$ cat config.mk
export PLATFORM = sky130hd
export DESIGN_NAME = umon_global_ctl
export DESIGN_NICKNAME = d
export VERILOG_FILES = /design/src/umon_counter.v /design/src/umon_event_qual.v /design/src/umon_global_ctl.v
export VERILOG_INCLUDE_DIRS = /design/src /design/src/src
export SDC_FILE = /design/constraint.sdc
export NUM_CORES = 1
export LEC_CHECK = 0
export BUFFER_PORTS_ARGS = -buffer_cell sky130_fd_sc_hd__buf_2
export CAP_MARGIN = 20
export CORE_ASPECT_RATIO = 1.4
export CORE_MARGIN = 1
export CORE_UTILIZATION = 40
export DETAILED_ROUTE_END_ITERATION = 6
export SYNTH_ARGS = -nofsm -noshare
export SYNTH_HDL_FRONTEND = slang
export SYNTH_SLANG_ARGS = --single-unit
export TNS_END_PERCENT = 50
$ cat constraint.sdc
create_clock -name MCLK_IN -period 25.8 [get_ports MCLK_IN]
set_input_delay 5.16 -clock MCLK_IN [delete_from_list [all_inputs] [get_ports MCLK_IN]]
set_output_delay 5.16 -clock MCLK_IN [all_outputs]
set_load 0.01 [all_outputs]
$ cat src/umon_global_map.vh
`ifndef UMON_GLOBAL_MAP_VH
`define UMON_GLOBAL_MAP_VH

////////////////////////////////////////////////////////////////////////
// register addresses
`define UMON_ADDR_GCTL 12'h0c00
`define UMON_ADDR_GSTAT 12'h0c01
`define UMON_ADDR_GCFG 12'h0c06
`define UMON_ADDR_FIX_CTL 12'h0c08
`define UMON_ADDR_FIX_CTR 12'h0c09
`define UMON_ADDR_CTL0 12'h0c10
`define UMON_ADDR_CTL1 12'h0c11
`define UMON_ADDR_BOX_STAT 12'h0c15
`define UMON_ADDR_CTR0 12'h0c16
`define UMON_ADDR_CTR1 12'h0c17

////////////////////////////////////////////////////////////////////////
// global control fields
`define UMON_GCTL_HOLD_SET 31
`define UMON_GCTL_WAKE 30
`define UMON_GCTL_HOLD_REL 29
`define UMON_GCTL_CORES_MSB 14
`define UMON_CORES 15

////////////////////////////////////////////////////////////////////////
// global status and config
`define UMON_GSTAT_W 27
`define UMON_BOXES 25
`define UMON_GSTAT_FIXED 0
`define UMON_GSTAT_GEN 1
`define UMON_GCFG_W 4
`define UMON_GCFG_RESET 4'h8

////////////////////////////////////////////////////////////////////////
// counter control fields
`define UMON_CTL_EVT_LSB 0
`define UMON_CTL_SUB_LSB 8
`define UMON_CTL_EDGE 18
`define UMON_CTL_WME 20
`define UMON_CTL_EN 22
`define UMON_CTL_LVL_LSB 24
`define UMON_CTL_RESET 32'h0000_0000

////////////////////////////////////////////////////////////////////////
// counters
`define UMON_CTR_W 48
`define UMON_NCTR 2
`define UMON_EVT_W 32

`endif

$ cat src/umon_counter.v
`timescale 1ns/10ps
`include "umon_global_map.vh"
// up counter with software preload and registered wrap pulse
module umon_counter (
  input wire clk_in,
  input wire rst_n_in,
  input wire load_in,
  input wire [`UMON_CTR_W-1:0] load_val_in,
  input wire run_in,
  input wire [3:0] inc_in,
  output reg [`UMON_CTR_W-1:0] count_out,
  output reg wrap_out
);

  wire [`UMON_CTR_W:0] sum = {1'b0, count_out} + {{(`UMON_CTR_W-3){1'b0}}, inc_in};

  always @(posedge clk_in or negedge rst_n_in) begin
    if (!rst_n_in) begin
      count_out <= {`UMON_CTR_W{1'b0}};
      wrap_out <= 1'b0;
    end else if (load_in) begin
      // preload of 2^48-N wraps after N events
      count_out <= load_val_in;
      wrap_out <= 1'b0;
    end else if (run_in) begin
      count_out <= sum[`UMON_CTR_W-1:0];
      wrap_out <= sum[`UMON_CTR_W];
    end else begin
      // held value stays readable while frozen
      wrap_out <= 1'b0;
    end
  end

endmodule

$ cat src/umon_event_qual.v
`timescale 1ns/10ps
// turns raw event lines into an increment for one counter
module umon_event_qual (
  input wire clk_in,
  input wire rst_n_in,
  input wire [7:0] event_code_in,
  input wire [7:0] subevent_in,
  input wire [7:0] level_in,
  input wire edge_in,
  input wire [31:0] events_in,
  output reg [3:0] inc_out
);

  reg q_prev_r;
  reg [7:0] grp;
  reg [3:0] cnt;
  reg q;
  integer k;

  always @* begin
    grp = 8'h00;
    cnt = 4'h0;
    q = 1'b0;
    inc_out = 4'h0;
    // event_code 0 selects nothing, so the counter stays still
    case (event_code_in)
      8'h01: grp = events_in[7:0];
      8'h02: grp = events_in[15:8];
      8'h03: grp = events_in[23:16];
      8'h04: grp = events_in[31:24];
      default: grp = 8'h00;
    endcase
    grp = grp & subevent_in;
    for (k = 0; k < 8; k = k + 1) begin
      cnt = cnt + {3'b000, grp[k]};
    end
    // compare level and edge filter qualify the event
    if (level_in == 8'h00) begin
      q = (cnt != 4'h0);
    end else begin
      q = ({4'h0, cnt} >= level_in);
    end
    if (edge_in) begin
      inc_out = {3'b000, q & ~q_prev_r};
    end else if (level_in == 8'h00) begin
      inc_out = cnt;
    end else begin
      inc_out = {3'b000, q};
    end
  end

  always @(posedge clk_in or negedge rst_n_in) begin
    if (!rst_n_in) begin
      q_prev_r <= 1'b0;
    end else begin
      q_prev_r <= q;
    end
  end

endmodule

$ cat src/umon_global_ctl.v
`timescale 1ns/10ps
`include "umon_global_map.vh"
module umon_global_ctl (
  input wire MCLK_IN,
  input wire RST_N_IN,
  input wire [11:0] MSR_ADDR_IN,
  input wire MSR_WR_IN,
  input wire MSR_RD_IN,
  input wire [63:0] MSR_WDATA_IN,
  output reg [63:0] MSR_RDATA_OUT,
  output reg MSR_ACK_OUT,
  output reg MSR_ERR_OUT,
  input wire [`UMON_BOXES-1:0] BOX_WRAP_MSG_IN,
  input wire [`UMON_EVT_W-1:0] EVENTS_IN,
  input wire [`UMON_CORES-1:0] CORE_AWAKE_IN,
  output reg GLOBAL_FREEZE_OUT,
  output reg [`UMON_CORES-1:0] PMI_CORES_OUT,
  output reg [`UMON_CORES-1:0] WAKE_CORES_OUT
);

  ////////////////////////////////////////////////////////////////////////
  // reset release
  reg rst_s1_r;
  reg rst_s2_r;
  wire rst_n = rst_s2_r;

  always @(posedge MCLK_IN or negedge RST_N_IN) begin
    if (!RST_N_IN) begin
      rst_s1_r <= 1'b0;
      rst_s2_r <= 1'b0;
    end else begin
      rst_s1_r <= 1'b1;
      rst_s2_r <= rst_s1_r;
    end
  end

  ////////////////////////////////////////////////////////////////////////
  // address decode
  wire wr_gctl = MSR_WR_IN && (MSR_ADDR_IN == `UMON_ADDR_GCTL);
  wire wr_gstat = MSR_WR_IN && (MSR_ADDR_IN == `UMON_ADDR_GSTAT);
  wire wr_gcfg = MSR_WR_IN && (MSR_ADDR_IN == `UMON_ADDR_GCFG);
  wire wr_fctl = MSR_WR_IN && (MSR_ADDR_IN == `UMON_ADDR_FIX_CTL);
  wire wr_fctr = MSR_WR_IN && (MSR_ADDR_IN == `UMON_ADDR_FIX_CTR);
  wire wr_bstat = MSR_WR_IN && (MSR_ADDR_IN == `UMON_ADDR_BOX_STAT);
  wire [1:0] wr_ctl;
  wire [1:0] wr_ctr;
  assign wr_ctl[0] = MSR_WR_IN && (MSR_ADDR_IN == `UMON_ADDR_CTL0);
  assign wr_ctl[1] = MSR_WR_IN && (MSR_ADDR_IN == `UMON_ADDR_CTL1);
  assign wr_ctr[0] = MSR_WR_IN && (MSR_ADDR_IN == `UMON_ADDR_CTR0);
  assign wr_ctr[1] = MSR_WR_IN && (MSR_ADDR_IN == `UMON_ADDR_CTR1);

  wire hold_set_wr = wr_gctl && MSR_WDATA_IN[`UMON_GCTL_HOLD_SET];
  wire hold_rel_wr = wr_gctl && MSR_WDATA_IN[`UMON_GCTL_HOLD_REL];

  ////////////////////////////////////////////////////////////////////////
  // control state
  reg gctl_wake_r;
  reg [`UMON_CORES-1:0] gctl_cores_r;
  reg freeze_r;
  reg [`UMON_GSTAT_W-1:0] gstat_r;
  reg [`UMON_GCFG_W-1:0] gcfg_r;
  reg fix_en_r;
  reg fix_wme_r;
  reg [63:0] ctl_flat_r;
  reg [1:0] box_stat_r;
  reg pmi_pend_r;

  wire [1:0] gen_wrap;
  wire fix_wrap;
  wire [2*`UMON_CTR_W-1:0] gen_cnt;
  wire [`UMON_CTR_W-1:0] fix_cnt;
  wire [1:0] gen_run;
  wire [1:0] gen_wme;

  ////////////////////////////////////////////////////////////////////////
  // overflow messages
  assign gen_wme[0] = ctl_flat_r[`UMON_CTL_WME];
  assign gen_wme[1] = ctl_flat_r[32+`UMON_CTL_WME];
  wire msg_gen = |(gen_wrap & gen_wme);
  wire msg_fix = fix_wrap & fix_wme_r;
  // one bit per reporting box, every source kept
  wire [`UMON_GSTAT_W-1:0] gset = {BOX_WRAP_MSG_IN, msg_gen, msg_fix};
  wire msg_any = |gset;
  // own counters stop in the wrap cycle, others a cycle later
  wire hold_all = freeze_r | msg_any;

  ////////////////////////////////////////////////////////////////////////
  // counters
  genvar i;
  generate
    for (i = 0; i < `UMON_NCTR; i = i + 1) begin : gen_ctr
      wire [31:0] ctl = ctl_flat_r[i*32 +: 32];
      wire [3:0] inc;
      // own enable, no freeze, valid event
      assign gen_run[i] = ctl[`UMON_CTL_EN] && !hold_all && (ctl[7:0] != 8'h00);
      umon_event_qual u_qual (
        .clk_in(MCLK_IN),
        .rst_n_in(rst_n),
        .event_code_in(ctl[`UMON_CTL_EVT_LSB +: 8]),
        .subevent_in(ctl[`UMON_CTL_SUB_LSB +: 8]),
        .level_in(ctl[`UMON_CTL_LVL_LSB +: 8]),
        .edge_in(ctl[`UMON_CTL_EDGE]),
        .events_in(EVENTS_IN),
        .inc_out(inc)
      );
      // cleared by reset or through a data write, no box reset
      umon_counter u_ctr (
        .clk_in(MCLK_IN),
        .rst_n_in(rst_n),
        .load_in(wr_ctr[i]),
        .load_val_in(MSR_WDATA_IN[`UMON_CTR_W-1:0]),
        .run_in(gen_run[i]),
        .inc_in(inc),
        .count_out(gen_cnt[i*`UMON_CTR_W +: `UMON_CTR_W]),
        .wrap_out(gen_wrap[i])
      );
    end
  endgenerate

  umon_counter u_fix (
    .clk_in(MCLK_IN),
    .rst_n_in(rst_n),
    .load_in(wr_fctr),
    .load_val_in(MSR_WDATA_IN[`UMON_CTR_W-1:0]),
    .run_in(fix_en_r && !hold_all),
    .inc_in(4'h1),
    .count_out(fix_cnt),
    .wrap_out(fix_wrap)
  );

  ////////////////////////////////////////////////////////////////////////
  // register writes and status
  reg freeze_nxt;
  reg [`UMON_GSTAT_W-1:0] gstat_nxt;
  reg [1:0] box_stat_nxt;
  integer n;

  always @* begin
    freeze_nxt = freeze_r;
    if (msg_any || hold_set_wr) begin
      freeze_nxt = 1'b1;
    end else if (hold_rel_wr) begin
      freeze_nxt = 1'b0;
    end
    // write-one clears, a new overflow in the same cycle wins
    gstat_nxt = gstat_r;
    if (wr_gstat) begin
      gstat_nxt = gstat_nxt & ~MSR_WDATA_IN[`UMON_GSTAT_W-1:0];
    end
    gstat_nxt = gstat_nxt | gset;
    // per-counter flags inside the box
    box_stat_nxt = box_stat_r;
    if (wr_bstat) begin
      box_stat_nxt = box_stat_nxt & ~MSR_WDATA_IN[1:0];
    end
    box_stat_nxt = box_stat_nxt | gen_wrap;
  end

  always @(posedge MCLK_IN or negedge rst_n) begin
    if (!rst_n) begin
      gctl_wake_r <= 1'b0;
      gctl_cores_r <= 15'h0000;
      freeze_r <= 1'b0;
      gstat_r <= 27'h000_0000;
      gcfg_r <= `UMON_GCFG_RESET;
      fix_en_r <= 1'b0;
      fix_wme_r <= 1'b0;
      ctl_flat_r <= {`UMON_CTL_RESET, `UMON_CTL_RESET};
      box_stat_r <= 2'b00;
    end else begin
      freeze_r <= freeze_nxt;
      gstat_r <= gstat_nxt;
      box_stat_r <= box_stat_nxt;
      if (wr_gctl) begin
        gctl_wake_r <= MSR_WDATA_IN[`UMON_GCTL_WAKE];
        gctl_cores_r <= MSR_WDATA_IN[`UMON_GCTL_CORES_MSB:0];
      end
      if (wr_gcfg) begin
        gcfg_r <= MSR_WDATA_IN[`UMON_GCFG_W-1:0];
      end
      if (wr_fctl) begin
        fix_en_r <= MSR_WDATA_IN[`UMON_CTL_EN];
        fix_wme_r <= MSR_WDATA_IN[`UMON_CTL_WME];
      end
      for (n = 0; n < `UMON_NCTR; n = n + 1) begin
        if (wr_ctl[n]) begin
          ctl_flat_r[n*32 +: 32] <= MSR_WDATA_IN[31:0];
        end
      end
    end
  end

  ////////////////////////////////////////////////////////////////////////
  // boxes and cores
  // boxes combine this freeze with their own hold and resets
  reg [`UMON_CORES-1:0] pmi_nxt;
  reg [`UMON_CORES-1:0] wake_nxt;
  reg pend_nxt;

  always @* begin
    pmi_nxt = 15'h0000;
    wake_nxt = 15'h0000;
    pend_nxt = 1'b0;
    if (pmi_pend_r) begin
      pmi_nxt = gctl_cores_r;
    end
    if (msg_any) begin
      if (gctl_wake_r) begin
        // wake sleepers first, interrupt all targets next cycle
        wake_nxt = gctl_cores_r & ~CORE_AWAKE_IN;
        pend_nxt = 1'b1;
      end else begin
        pmi_nxt = pmi_nxt | (gctl_cores_r & CORE_AWAKE_IN);
      end
    end
  end

  always @(posedge MCLK_IN or negedge rst_n) begin
    if (!rst_n) begin
      GLOBAL_FREEZE_OUT <= 1'b0;
      PMI_CORES_OUT <= 15'h0000;
      WAKE_CORES_OUT <= 15'h0000;
      pmi_pend_r <= 1'b0;
    end else begin
      GLOBAL_FREEZE_OUT <= freeze_nxt;
      PMI_CORES_OUT <= pmi_nxt;
      WAKE_CORES_OUT <= wake_nxt;
      pmi_pend_r <= pend_nxt;
    end
  end

  ////////////////////////////////////////////////////////////////////////
  // register reads
  reg [63:0] rd_mux;
  reg rd_hit;

  always @* begin
    rd_mux = 64'h0000_0000_0000_0000;
    rd_hit = 1'b1;
    case (MSR_ADDR_IN)
      `UMON_ADDR_GCTL: begin
        rd_mux = {32'h0000_0000, 1'b0, gctl_wake_r, 1'b0, 14'h0000, gctl_cores_r};
      end
      `UMON_ADDR_GSTAT: begin
        rd_mux = {37'h0, gstat_r};
      end
      `UMON_ADDR_GCFG: begin
        rd_mux = {60'h0, gcfg_r};
      end
      `UMON_ADDR_FIX_CTL: begin
        rd_mux = {41'h0, fix_en_r, 1'b0, fix_wme_r, 20'h0_0000};
      end
      `UMON_ADDR_FIX_CTR: begin
        rd_mux = {16'h0000, fix_cnt};
      end
      `UMON_ADDR_CTL0: begin
        rd_mux = {32'h0000_0000, ctl_flat_r[31:0]};
      end
      `UMON_ADDR_CTL1: begin
        rd_mux = {32'h0000_0000, ctl_flat_r[63:32]};
      end
      `UMON_ADDR_BOX_STAT: begin
        rd_mux = {62'h0, box_stat_r};
      end
      `UMON_ADDR_CTR0: begin
        rd_mux = {16'h0000, gen_cnt[`UMON_CTR_W-1:0]};
      end
      `UMON_ADDR_CTR1: begin
        rd_mux = {16'h0000, gen_cnt[2*`UMON_CTR_W-1:`UMON_CTR_W]};
      end
      default: begin
        rd_hit = 1'b0;
      end
    endcase
  end

  always @(posedge MCLK_IN or negedge rst_n) begin
    if (!rst_n) begin
      MSR_RDATA_OUT <= 64'h0000_0000_0000_0000;
      MSR_ACK_OUT <= 1'b0;
      MSR_ERR_OUT <= 1'b0;
    end else begin
      MSR_ACK_OUT <= MSR_RD_IN | MSR_WR_IN;
      MSR_ERR_OUT <= (MSR_RD_IN | MSR_WR_IN) & ~rd_hit;
      if (MSR_RD_IN) begin
        MSR_RDATA_OUT <= rd_mux;
      end
    end
  end

endmodule

==> impl_metrics.yaml <==
clock_tree:
  clk_latency_ps: 550
  post_cts_buffers: 0
  cts_buffer_depth: 3
  cts_resized: 0
  cts-root-buf: "clkbuf_16"
  cts_tree: "done"
  numCtsBuffers: 37
  htreeDepth: 2
  clock_sinks: 348
  hold_buffers: 0
  path_clk_slew_ps: 60
sta:
  max_freq_mhz: 87.32
  setup_ws_ps: 14350
  worst_clock_skew_ps: 20.64
  rsz0062_at_grt: "false"
  hold_ws_ps: 131.6
  drv_slew: 0
  slew_headroom: 0.2474
  tightestPinTransition_ps: 1113
  final.setup.tns_ps: 0
  period_share: 0.4439
  fin_crit_ps: 11450
  finalHoldViolations: 0
  setup-violations-final: 0
synthesis:
  yosysWarnings: 0
  yosys_register_bits: 348
  synth_top_cell_by_area: "dfrtp_1"
  yosysSeqAreaShare: 0.4586
  yosysUniqueCellTypes: 61
  synth_flop_cell: "dfrtp_1"
  syn-instance-count: 2013
  synth_edf_count: 0
  ys_async_sr_fraction: 1.000
  synthTopCellsByArea: "dfrtp_1 (46%), xor2_1 (5.1%), mux2_2 (4.9%)"
  netlist_area_mm2: 0.01899
  syn_avg_cell_area_um2: 9.435
  yosys.area.top_type_share: 0.4572
worst_setup_path:
  critical_path.startpoint: "EVENTS_IN[1]"
  crit_path_max_fanout: 11
  r2r-start: "ctl_flat_r[7]$_DFFE_PN0P_"
  cp_slowest_cell: "and4_1"
  critical_path.max_stage_delay_ps: 620
  end_kind: "flop"
  start_kind: "input pin"
  cp_data_required_time_ps: 26270
  crit_type: "input pin to flop"
  arrival_ps: 11920
die:
  dieWidth_um: 186.2
  coreArea_mm2: 0.04693
  die_area_mm2: 0.04837
  die_y_um: 259.8
  ios: 249
  start_util: 0.4047
  rows: 94
global_route:
  antenna_found_initial: 1
  grt_max_degree: 162
  grt_pass1_wl_um: 101400
  grt-ovfl-total: 0
  use_met2: 0.4800
  grtUsageTotal: 0.2802
  grtUsageMet1: 0.3372
  grtUsageMet3: 0.03809
  grt_busiest_layer: "met2"
  grt_pass1_vias: 16570
detailed_routing:
  post-route-drc-count: 1
  wl_per_cell_um: 23.86
  drt-initial-drc-count: 1717
  viasPerCell: 5.943
  num_vias: 16860
  routed_wl_um: 67700
  ant_nets: 0
  drtPass1Iterations: 7
job:
  cap_violations: 0
place:
  place_ws_ps: 13850
  hpwlAfterDp_um: 48970
  io_buffers: 216
  place.gp.congestion: 0.9265
  dp.cells: 2767
final_layout:
  nFillCells: 4556
  fin_nets: 2369
  fin_cells: 2837
  final_common_cell: "dfrtp_1"
  drive_gt1_frac: 0.1881
  syn2layout_area_growth_pct: 15.92
  layout_common_cells: "dfrtp_1 (346), buf_2 (216), nand2_1 (200)"
power:
  powerDensity_mw_per_mm2: 53.31
  p_leak_nw: 9.817
  total_power_w: 0.001174
  vdd_drop_max_mv: 0.04197
run_status:
  outcome: "complete, but fails checks"
  violations: "DRC"
hold_path:
  hold_class: "flop to asynchronous set/reset pin"
## layer usage
| metal | routed length (um) | part of all wire |
|---|---|---|
| met3 | 4210 | 0.062 |
| met1 | 26090 | 0.39 |
| met2 | 33610 | 0.50 |
| met5 | 12 | 0.00018 |
| met4 | 3775 | 0.056 |
## synthesized netlist by cell type (all sizes together) (4+ instances only)
master / n
nor4b: 7
nor4: 23
a21boi: 4
inv: 56
and2: 25
or3: 9
and3: 44
nor3: 33
nand2b: 11
o22ai: 16
nand2: 201
xnor2: 24
a222oi: 39
and4: 12
nand4: 79
nor2: 187
a22o: 9
o21ai: 59
ha: 23
nor4bb: 4
buf: 30
clkbuf: 101
a221o: 20
fa: 10
xor2: 110
a21o: 31
nor3b: 18
nor2b: 28
dfrtp: 347
a21oi: 155
mux2: 83
mux2i: 25
nand3: 77
a211oi: 4
a221oi: 10
a22oi: 33
or4: 14
and3b: 5
a31oi: 21
## cells by family after synthesis
| kind of cell | Yosys count | share of synthesized area |
|---|---|---|
| AO/OA/AOI/OAI | 418 | 0.1445 |
| XOR/XNOR | 134 | 0.06180 |
| adder cells (fa/ha/maj) | 33 | 0.02569 |
| buffers and inverters | 187 | 0.04032 |
| flip-flops | 348 | 0.4586 |
| multiplexers | 108 | 0.06239 |
| other | 2 | 0.0003954 |
| AND/OR/NAND/NOR | 783 | 0.2063 |
## worst max-delay path, delay by kind of cell
kind            cells  cell delay (ps)
fa+ha+maj           8             2870
simple gates        6             1910
compound gates      6             1090
buf+inv             7              690
xor+xnor            1              200
## power breakdown
group	switching, W	internal, W	leakage [nW]
sequential	0.00000506	0.000551	4.63
combinational	0.0000413	0.0000182	4.59
clock	0.000240	0.000318	0.594
## worst paths after layout
| check | slack [ps] | depth (start not counted) | to |
|---|---|---|---|
| worst min-delay path | 130 | 0 | ctl_flat_r[23]$_DFFE_PN0P_ |
| worst min register to register | 130 | 0 | ctl_flat_r[23]$_DFFE_PN0P_ |
| worst max register to register | 17180 | 31 | gen_ctr[0].u_ctr.count_out[44]$_DFFE_PN0P_ |
| worst max-delay path | 14350 | 28 | gen_ctr[0].u_ctr.count_out[44]$_DFFE_PN0P_ |
| max in group asynchronous | 21300 | 1 | rst_n$_DFF_PN0_ |
| min in group MCLK_IN | 350 | 0 | rst_n$_DFF_PN0_ |
## flip-flops by register name, summed over array words and instances, names as in the netlist, 4 cells and up
signal and cells:
gctl_cores_r 15, MSR_RDATA_OUT 48, PMI_CORES_OUT 15, ctl_flat_r 64, u_fix.count_out 48, gstat_r 27
WAKE_CORES_OUT 15, gen_ctr.u_ctr.count_out 96, gcfg_r 4
## through the flow
| stage | area (um^2) | util |
|---|---|---|
| floorplan | 19050 | - |
| global placement | 20710 | 0.4413 |
| detailed placement | 20730 | 0.4417 |
| CTS | 21980 | 0.4684 |
| global route | 22010 | 0.4691 |
| finish | 22020 | 0.4692 |
## final cells by class
type / count / area [um^2] / area share
inverters: 56 / 210.2 / 0.009548
clock inverters: 19 / 216.5 / 0.009832
diodes: 1 / 2.502 / 0.0001137
repair buffers: 248 / 1364 / 0.06195
well taps: 624 / 780.7 / 0.03546
clock buffers: 48 / 1037 / 0.04711
multi-input cells: 1493 / 9692 / 0.4402
flip-flops and latches: 348 / 8713 / 0.3958
(Power assumes the default switching activity.)
